--- src/rtl/shader_sched_defines.vh ---
// Purpose: Offsets, field positions, reset values and sizes of the
//          shader core scheduler.
// Assumes: APB with 32-bit data, one aligned word per register.
// Notes:   Definitions only.
`ifndef SHADER_SCHED_DEFINES_VH
`define SHADER_SCHED_DEFINES_VH

`define ADDR_RESERVE_LOW 8'h00
`define ADDR_RESERVE_HIGH 8'h04
`define ADDR_BYPASS_CONTROL 8'h08
`define ADDR_PROGRAM_REQUEST 8'h0C
`define ADDR_UNIFORMS_BASE 8'h10
`define ADDR_UNIFORMS_LENGTH 8'h14
`define ADDR_REQUEST_STATUS 8'h18

`define RESET_WORD 32'h00000000
`define RESET_LENGTH 12'h000

`define VERTEX_LIMIT_LSB 0
`define COORD_LIMIT_LSB 2
`define LIMIT_FIELD_W 2

`define STATUS_FLUSH_BIT 0
`define STATUS_ERROR_BIT 7
`define STATUS_MADE_CLEAR_BIT 8
`define STATUS_DONE_CLEAR_BIT 16

`define RESERVE_USER 0
`define RESERVE_FRAGMENT 1
`define RESERVE_VERTEX 2
`define RESERVE_COORD 3
`define RESERVE_FIELD_W 4

`define CORE_COUNT 16
`define QUEUE_DEPTH 16
`define UNIFORMS_LEN_W 12
`define UNLIMITED_LENGTH 12'd1023

`endif

--- src/rtl/request_fifo.v ---
// Purpose: First-in first-out store for queued user program requests.
// Assumes: Push and flush never come together from the caller.
// Notes:   Flush wins over a pop in the same cycle.
`timescale 1ns/1ps

module request_fifo #(
  parameter WIDTH = 76,
  parameter DEPTH = 16,
  parameter AW = 4
) (
  input wire clock,
  input wire rstn,
  input wire push,
  input wire [WIDTH-1:0] pushData,
  input wire pop,
  input wire flush,
  output wire [WIDTH-1:0] headData,
  output wire full,
  output wire empty,
  output wire [AW:0] count
);

  reg [WIDTH-1:0] store [0:DEPTH-1];
  reg [AW-1:0] readPtr;
  reg [AW-1:0] writePtr;
  reg [AW:0] level;

  wire doPush;
  wire doPop;

  assign full = (level == DEPTH[AW:0]);
  assign empty = (level == {(AW+1){1'b0}});
  assign count = level;
  assign headData = store[readPtr];
  assign doPush = push && !full;
  assign doPop = pop && !empty;

  always @(posedge clock) begin
    if (doPush && !flush) begin
      store[writePtr] <= pushData;
    end
  end

  always @(posedge clock or negedge rstn) begin
    if (!rstn) begin
      readPtr <= {AW{1'b0}};
      writePtr <= {AW{1'b0}};
      level <= {(AW+1){1'b0}};
    end else if (flush) begin
      readPtr <= {AW{1'b0}};
      writePtr <= {AW{1'b0}};
      level <= {(AW+1){1'b0}};
    end else begin
      if (doPush) begin
        writePtr <= writePtr + {{(AW-1){1'b0}}, 1'b1};
      end
      if (doPop) begin
        readPtr <= readPtr + {{(AW-1){1'b0}}, 1'b1};
      end
      if (doPush && !doPop) begin
        level <= level + {{AW{1'b0}}, 1'b1};
      end else if (doPop && !doPush) begin
        level <= level - {{AW{1'b0}}, 1'b1};
      end
    end
  end

endmodule // request_fifo

--- src/rtl/shader_core_scheduler.v ---
// Purpose: Scheduler for sixteen shader cores: reservation masks, bypass
//          limits for waiting vertex and coordinate shaders, and the host
//          queue of user program requests.
// Assumes: APB slave with one wait state; inputs synchronous to clock.
// Notes:   One shader grant and one user dispatch at most per cycle.
`timescale 1ns/1ps
`include "shader_sched_defines.vh"

module shader_core_scheduler #(
  parameter QUEUE_DEPTH = `QUEUE_DEPTH
) (
  input wire clock,
  input wire rstn,
  input wire psel,
  input wire penable,
  input wire pwrite,
  input wire [7:0] paddr,
  input wire [31:0] pwdata,
  output reg [31:0] prdata,
  output reg pready,
  output reg pslverr,
  input wire [15:0] coreIdle,
  input wire [15:0] userDone,
  input wire [15:0] shadeFree,
  input wire [15:0] shadeSingle,
  input wire fragmentRequest,
  input wire vertexWaiting,
  input wire coordWaiting,
  output reg userDispatch,
  output reg [3:0] userCore,
  output reg [31:0] userProgram,
  output reg [31:0] userUniforms,
  output reg [11:0] userUniformsLength,
  output reg userUniformsOn,
  output reg userUniformsUnlimited,
  output reg fragmentGrant,
  output reg vertexGrant,
  output reg coordGrant,
  output reg [3:0] grantCore
);

  localparam ENTRY_W = 32 + 32 + `UNIFORMS_LEN_W;

  reg [31:0] reserveLow, reserveHigh, uniformsBase;
  reg [3:0] bypassControl, vertexBypassCount, coordBypassCount;
  reg [11:0] uniformsLength;
  reg queueError;
  reg [7:0] requestsMade, programsDone;
  reg [15:0] userBusy;

  wire [63:0] reserveAll;
  wire [15:0] noUser, noFragment, noVertex, noCoord;
  wire [ENTRY_W-1:0] headEntry;
  wire queueFull, queueEmpty;
  wire [4:0] queueLength;

  wire access, writeNow, mapped, programWrite;
  wire statusWrite, pushNow, flushNow, popNow;

  function [4:0] pickLowest;
    input [15:0] mask;
    integer i;
    begin
      pickLowest = 5'h00;
      for (i = 15; i >= 0; i = i - 1) begin
        if (mask[i]) begin
          pickLowest = {1'b1, i[3:0]};
        end
      end
    end
  endfunction

  assign reserveAll = {reserveHigh, reserveLow};

  genvar n;
  generate
    for (n = 0; n < `CORE_COUNT; n = n + 1) begin : g_mask
      assign noUser[n] = reserveAll[4*n+`RESERVE_USER];
      assign noFragment[n] = reserveAll[4*n+`RESERVE_FRAGMENT];
      assign noVertex[n] = reserveAll[4*n+`RESERVE_VERTEX];
      assign noCoord[n] = reserveAll[4*n+`RESERVE_COORD];
    end
  endgenerate

  // APB access phase completes on the edge at which pready is high.
  assign access = psel && penable && pready;
  assign writeNow = access && pwrite;
  assign mapped = (paddr == `ADDR_RESERVE_LOW) ||
                  (paddr == `ADDR_RESERVE_HIGH) ||
                  (paddr == `ADDR_BYPASS_CONTROL) ||
                  (paddr == `ADDR_PROGRAM_REQUEST) ||
                  (paddr == `ADDR_UNIFORMS_BASE) ||
                  (paddr == `ADDR_UNIFORMS_LENGTH) ||
                  (paddr == `ADDR_REQUEST_STATUS);
  assign programWrite = writeNow && (paddr == `ADDR_PROGRAM_REQUEST);
  assign statusWrite = writeNow && (paddr == `ADDR_REQUEST_STATUS);
  assign pushNow = programWrite && !queueFull && !queueError;
  assign flushNow = statusWrite && pwdata[`STATUS_FLUSH_BIT];

  // User dispatch: head of queue to the lowest idle core that allows it.
  wire [15:0] userCandidates;
  wire [4:0] userPick;
  assign userCandidates = coreIdle & ~noUser & ~userBusy;
  assign userPick = pickLowest(userCandidates);
  assign popNow = !queueEmpty && userPick[4] && !flushNow;

  request_fifo #(
    .WIDTH(ENTRY_W),
    .DEPTH(QUEUE_DEPTH),
    .AW(4)
  ) u_queue (
    .clock(clock),
    .rstn(rstn),
    .push(pushNow),
    .pushData({uniformsLength, uniformsBase, pwdata}),
    .pop(popNow),
    .flush(flushNow),
    .headData(headEntry),
    .full(queueFull),
    .empty(queueEmpty),
    .count(queueLength)
  );

  // Shader allocation, one grant per cycle, never onto a user core.
  wire [15:0] userTaken, shaderPool, fragMulti, fragSingle;
  wire [4:0] vertexPick, coordPick, fragMultiPick, fragSinglePick;
  wire [3:0] vertexLimit, coordLimit;
  wire vertexAtLimit, coordAtLimit, singleBlocked;

  assign userTaken = popNow ? (16'h0001 << userPick[3:0]) : 16'h0000;
  assign shaderPool = shadeFree & ~userBusy & ~userTaken;
  assign fragMulti = shaderPool & ~noFragment & ~shadeSingle;
  assign fragSingle = shaderPool & ~noFragment & shadeSingle;
  assign vertexPick = pickLowest(shaderPool & ~noVertex);
  assign coordPick = pickLowest(shaderPool & ~noCoord);
  assign fragMultiPick = pickLowest(fragMulti);
  assign fragSinglePick = pickLowest(fragSingle);
  assign vertexLimit = 4'h1 <<
    bypassControl[`VERTEX_LIMIT_LSB+1:`VERTEX_LIMIT_LSB];
  assign coordLimit = 4'h1 <<
    bypassControl[`COORD_LIMIT_LSB+1:`COORD_LIMIT_LSB];
  assign vertexAtLimit = vertexWaiting &&
    (vertexBypassCount >= vertexLimit);
  assign coordAtLimit = coordWaiting &&
    (coordBypassCount >= coordLimit);
  assign singleBlocked = vertexAtLimit || coordAtLimit;

  reg next_fragmentGrant, next_vertexGrant, next_coordGrant;
  reg [3:0] next_grantCore;
  reg singleUsed;

  always @* begin
    next_fragmentGrant = 1'b0;
    next_vertexGrant = 1'b0;
    next_coordGrant = 1'b0;
    next_grantCore = 4'h0;
    singleUsed = 1'b0;
    if (vertexAtLimit && vertexPick[4]) begin
      next_vertexGrant = 1'b1;
      next_grantCore = vertexPick[3:0];
    end else if (coordAtLimit && coordPick[4]) begin
      next_coordGrant = 1'b1;
      next_grantCore = coordPick[3:0];
    end else if (fragmentRequest && fragMultiPick[4]) begin
      next_fragmentGrant = 1'b1;
      next_grantCore = fragMultiPick[3:0];
    end else if (fragmentRequest && fragSinglePick[4] && !singleBlocked) begin
      next_fragmentGrant = 1'b1;
      next_grantCore = fragSinglePick[3:0];
      singleUsed = 1'b1;
    end else if (vertexWaiting && vertexPick[4]) begin
      next_vertexGrant = 1'b1;
      next_grantCore = vertexPick[3:0];
    end else if (coordWaiting && coordPick[4]) begin
      next_coordGrant = 1'b1;
      next_grantCore = coordPick[3:0];
    end
  end

  // Bypass counters and shader grant outputs.
  always @(posedge clock or negedge rstn) begin
    if (!rstn) begin
      vertexBypassCount <= 4'h0;
      coordBypassCount <= 4'h0;
      fragmentGrant <= 1'b0;
      vertexGrant <= 1'b0;
      coordGrant <= 1'b0;
      grantCore <= 4'h0;
    end else begin
      fragmentGrant <= next_fragmentGrant;
      vertexGrant <= next_vertexGrant;
      coordGrant <= next_coordGrant;
      grantCore <= next_grantCore;
      if (next_vertexGrant || !vertexWaiting) begin
        vertexBypassCount <= 4'h0;
      end else if (singleUsed && vertexBypassCount != 4'hF) begin
        vertexBypassCount <= vertexBypassCount + 4'h1;
      end
      if (next_coordGrant || !coordWaiting) begin
        coordBypassCount <= 4'h0;
      end else if (singleUsed && coordBypassCount != 4'hF) begin
        coordBypassCount <= coordBypassCount + 4'h1;
      end
    end
  end

  // User dispatch outputs and per-core busy tracking.
  always @(posedge clock or negedge rstn) begin
    if (!rstn) begin
      userDispatch <= 1'b0;
      userCore <= 4'h0;
      userProgram <= `RESET_WORD;
      userUniforms <= `RESET_WORD;
      userUniformsLength <= `RESET_LENGTH;
      userUniformsOn <= 1'b0;
      userUniformsUnlimited <= 1'b0;
      userBusy <= 16'h0000;
    end else begin
      userDispatch <= popNow;
      userBusy <= (userBusy & ~userDone) | userTaken;
      if (popNow) begin
        userCore <= userPick[3:0];
        userProgram <= headEntry[31:0];
        userUniforms <= headEntry[63:32];
        userUniformsLength <= headEntry[75:64];
        userUniformsOn <= (headEntry[63:32] != `RESET_WORD) &&
                          (headEntry[75:64] != `RESET_LENGTH);
        userUniformsUnlimited <=
          (headEntry[75:64] > `UNLIMITED_LENGTH);
      end
    end
  end

  // Register writes and status flags.
  always @(posedge clock or negedge rstn) begin
    if (!rstn) begin
      reserveLow <= `RESET_WORD;
      reserveHigh <= `RESET_WORD;
      bypassControl <= 4'h0;
      uniformsBase <= `RESET_WORD;
      uniformsLength <= `RESET_LENGTH;
      queueError <= 1'b0;
      requestsMade <= 8'h00;
      programsDone <= 8'h00;
    end else begin
      if (writeNow && paddr == `ADDR_RESERVE_LOW) begin
        reserveLow <= pwdata;
      end
      if (writeNow && paddr == `ADDR_RESERVE_HIGH) begin
        reserveHigh <= pwdata;
      end
      if (writeNow && paddr == `ADDR_BYPASS_CONTROL) begin
        bypassControl <= pwdata[3:0];
      end
      if (writeNow && paddr == `ADDR_UNIFORMS_BASE) begin
        uniformsBase <= pwdata;
      end
      if (writeNow && paddr == `ADDR_UNIFORMS_LENGTH) begin
        uniformsLength <= pwdata[11:0];
      end
      // A full-queue drop in the same cycle as the clear keeps the flag.
      if (programWrite && queueFull) begin
        queueError <= 1'b1;
      end else if (statusWrite && pwdata[`STATUS_ERROR_BIT]) begin
        queueError <= 1'b0;
      end
      if (statusWrite && pwdata[`STATUS_MADE_CLEAR_BIT]) begin
        requestsMade <= 8'h00;
      end else if (programWrite) begin
        requestsMade <= requestsMade + 8'h01;
      end
      if (statusWrite && pwdata[`STATUS_DONE_CLEAR_BIT]) begin
        programsDone <= {7'h00, |userDone};
      end else if (|userDone) begin
        programsDone <= programsDone + 8'h01;
      end
    end
  end

  // APB answer: one wait state, read data and error registered.
  reg [31:0] readValue;

  always @* begin
    readValue = `RESET_WORD;
    case (paddr)
      `ADDR_RESERVE_LOW: readValue = reserveLow;
      `ADDR_RESERVE_HIGH: readValue = reserveHigh;
      `ADDR_BYPASS_CONTROL: readValue = {28'h0000000, bypassControl};
      `ADDR_PROGRAM_REQUEST: readValue = `RESET_WORD;
      `ADDR_UNIFORMS_BASE: readValue = uniformsBase;
      `ADDR_UNIFORMS_LENGTH: readValue = {20'h00000, uniformsLength};
      `ADDR_REQUEST_STATUS: readValue = {8'h00, programsDone, requestsMade,
                                         queueError, 2'b00,
                                         queueLength};
      default: readValue = `RESET_WORD;
    endcase
  end

  always @(posedge clock or negedge rstn) begin
    if (!rstn) begin
      pready <= 1'b0;
      prdata <= `RESET_WORD;
      pslverr <= 1'b0;
    end else if (psel && penable && !pready) begin
      pready <= 1'b1;
      prdata <= pwrite ? `RESET_WORD : readValue;
      pslverr <= !mapped;
    end else begin
      pready <= 1'b0;
      prdata <= `RESET_WORD;
      pslverr <= 1'b0;
    end
  end

endmodule // shader_core_scheduler

--- config.mk ---
export PLATFORM = sky130hd
export DESIGN_NAME = shader_core_scheduler
export DESIGN_NICKNAME = d
export VERILOG_FILES = /design/src/rtl/request_fifo.v /design/src/rtl/shader_core_scheduler.v
export VERILOG_INCLUDE_DIRS = /design/src /design/src/rtl
export SDC_FILE = /design/constraint.sdc
export NUM_CORES = 2
export LEC_CHECK = 0
export BUFFER_PORTS_ARGS = -buffer_cell sky130_fd_sc_hd__buf_4
export CORE_ASPECT_RATIO = 0.6
export CORE_UTILIZATION = 55
export DETAILED_ROUTE_END_ITERATION = 16
export PLACE_DENSITY_LB_ADDON = 0.1
export SKIP_CTS_REPAIR_TIMING = 1
export SLEW_MARGIN = 5
export SYNTH_ARGS = -nofsm -noshare
export SYNTH_HDL_FRONTEND = slang
export SYNTH_SLANG_ARGS = --single-unit
export TNS_END_PERCENT = 20
--- constraint.sdc ---
create_clock -name clock -period 5 [get_ports clock]
set_input_delay 1 -clock clock [delete_from_list [all_inputs] [get_ports clock]]
set_output_delay 1 -clock clock [all_outputs]
set_load 0.01 [all_outputs]
==> run metrics <==
Fill cells 7284; share of layout cells above drive strength 1 31.16%; htree depth 4; synthesized area per cell 19.01 sq um; register area 0.04379 sq mm; Slew Limit Fails 0; Post-synth ARST share 19.26%; worst r2r dst vertexBypassCount[3]$_DFFE_PN0P_; Overflow after GRT 0; clk sinks 1506; # DRC 0; Worst-path clk slew 0.06 ns; warnings from Yosys 0; Total Wirelength 167100 um; Critical Path End Type register; r2r startpoint reserveHigh[24]$_DFFE_PN0P_; Worst Setup SP reserveHigh[24]$_DFFE_PN0P_; die area 0.1103 sq mm; Synth-to-Final Area Change 15.15%; final total power 31.69 mW; Pre-Repair DR Iteration Count 6; slew margin rel. 17.48%; HP Class in -> async; post-synthesis cell type count 87; R2R Setup Slk 0.55 ns; initial cell density of the core 55.66%; first-pass GRT wire length 239100 um; most frequent cells in the layout edfxtp_1 (1216), mux4_2 (380), buf_4 (340), nand2_1 (307), dfrtp_1 (286); dominant synthesized flop cell edfxtp_1; clk_skew 0.02235 ns; Rows 93; IO Port Bufs 235; vias in the first global route 32830; WP data required 5.69 ns; vias per cell 6.518; die height 257.6 um; worst skew pair latency 0.77 ns; routability-driven placement congestion ratio 0.9560; antenna viol nets, final 0; Post-Syn Instances 3152; setup repair after global routing missed its margin no; Max Freq 224.9 MHz; Slew @ Worst Pin 1.226 ns; #FFs+latches synth 1506; clock root buffer clkbuf_16; Cells after DPL 4815; Nets 3661; Setup-failing EPs final 0; Non-Filler Instances 5072; crit path DAT 5.13 ns; commonest non-fill, non-tap cell in the layout edfxtp_1; critical path launch point type register; r2r worst-path depth 13; Core Area 0.1076 sq mm; EDFF count, synth 1216; per-cell routed wire length 32.96 um; outcome finished, final reports clean; Crit Path Max Fanout 6; die width 428.1 um; initial antenna violation count 11; Hold Violations, Final 0; clk buf depth 3; Pwr Density 459.4 mW/mm^2; setup TNS 0 ns; worst vdd ir 0.3533 mV; syn_nets 3285; GRT Resource Usage Total 30.74%; Leakage 25.88 nW; sequential fraction of the synthesis area 73.07%; period utilization 88.94%; detailed-route via count 33060; max-cap check violation count 0; cts bufs inserted 136; Mapped Area 0.05991 sq mm; min cycle time layout 4.447 ns; area of the multi-input gates 0.01556 sq mm; largest net degree at the start of global routing 97; worst setup path class reg -> reg; DR iter-0 viols 4293; CTS tree done; # IOs 236; DP HPWL 107600 um
## flip-flops by register name, summed over array words and instances (netlist names), 16 cells and up
register       cells
prdata            32
userUniforms      32
u_queue.store   1216
userBusy          16
userProgram       32
uniformsBase      32
reserveHigh       32
reserveLow        32
## final cells by class
cell class / count / share of cell area (%)
repair buffers: 375 / 4.709
multi-input cells: 1475 / 22.56
flip-flops and latches: 1506 / 63.48
diodes: 4 / 0.01451
well taps: 1425 / 2.585
inverters: 34 / 0.1868
clock inverters: 76 / 1.116
clock buffers: 177 / 5.353
## stage by stage
stage / cell area (sq um) / setup slack (ns) / hold slack (ns) / utilization, %
3_3_place_gp: 64510 / 0.1083 / 0.4611 / 59.93
3_5_place_dp: 64510 / 0.08966 / 0.4633 / 59.93
4_1_cts: 68970 / 0.6535 / 0.2571 / 64.08
5_1_grt: 68980 / 0.3136 / 0.2700 / 64.08
6_report: 68980 / 0.5528 / 0.2138 / 64.09
2_1_floorplan: 59910 / 0.3469 / 0.4929 / -
## worst max-delay path, cell delays in order (launching register included)
cell and delay (ns):
dfrtp_1 0.45, or3b_1 0.45, a211oi_2 0.50, o21ai_2 0.16, a21oi_1 0.56, buf_4 0.26, mux2i_1 0.19, o2bb2ai_1 0.23
nor4b_4 0.37, buf_4 0.18, and3_1 0.32, nand2_1 0.14, or3_1 0.38, a21oi_1 0.17
## power by group
part           leakage (nW)  internal (mW)  switching (mW)
clock                  2.19           5.81            4.71
sequential             16.3           13.8           0.687
combinational          7.38           3.24            3.40
## synth_stat cells (4+ instances only)
library cell / count / area (sq um)
nor3_1: 28 / 140.1
nand4_1: 17 / 106.4
xnor2_1: 6 / 52.55
o21ai_1: 4 / 20.02
clkbuf_1: 83 / 311.6
nor2_1: 111 / 416.7
buf_1: 50 / 187.7
or2_2: 8 / 50.05
nand3_1: 27 / 135.1
ha_1: 20 / 250.2
mux2_2: 112 / 1261
nor3b_2: 4 / 50.05
a31oi_1: 8 / 50.05
or3_1: 12 / 75.07
nand2_1: 308 / 1156
nor4b_1: 5 / 43.79
mux4_2: 380 / 8558
nand2b_1: 21 / 131.4
and3_1: 16 / 100.1
xor2_1: 15 / 131.4
nor2b_1: 11 / 68.82
o211ai_1: 9 / 67.56
o311ai_1: 4 / 35.03
or3b_2: 5 / 43.79
inv_1: 33 / 123.9
nor3b_1: 19 / 142.6
a21o_1: 9 / 67.56
mux2i_1: 5 / 50.05
a222oi_1: 14 / 140.1
nor4_1: 17 / 106.4
and4_1: 5 / 43.79
a22oi_1: 48 / 360.4
a21oi_1: 63 / 315.3
dfrtp_1: 290 / 7257
nand3b_1: 7 / 52.55
or3b_1: 5 / 43.79
o21ai_0: 45 / 225.2
a211oi_1: 11 / 82.58
edfxtp_1: 1216 / 36520
o31ai_1: 5 / 37.54
o32ai_1: 5 / 43.79
and2_1: 17 / 106.4
o22ai_1: 10 / 62.56
## metal layers
metal	up-vias	global-route usage [%]	wire, um
met5	-	0	10
met4	2	7.234	3227
met3	204	5.793	15520
met2	1628	43.73	72890
met1	17700	49.57	75500
li1	13530	-	-
## how the worst max path moves through the flow
stage,cells past startpoint,endpoint
2_1_floorplan,8,u_queue.store[4][0]$_DFFE_PP_
3_3_place_gp,14,vertexBypassCount[3]$_DFFE_PN0P_
3_5_place_dp,14,vertexBypassCount[3]$_DFFE_PN0P_
4_1_cts,13,vertexBypassCount[3]$_DFFE_PN0P_
5_1_grt,16,coordBypassCount[3]$_DFFE_PN0P_
6_report,13,vertexBypassCount[3]$_DFFE_PN0P_
## kinds of logic (layout without fill, tap and decap cells)
logic type	Yosys count	after routing	share of synthesized area (%)
muxes	497	497	16.47
AOI/OAI and AO/OA	280	280	3.308
and+or+nand+nor	656	656	5.303
buffers and inverters	171	662	1.090
xor gates and xnor gates	21	21	0.3070
other	0	4	0
adders and majority gates	21	21	0.4511
DFF	1506	1506	73.07
Power figures use the tool's default switching activity.
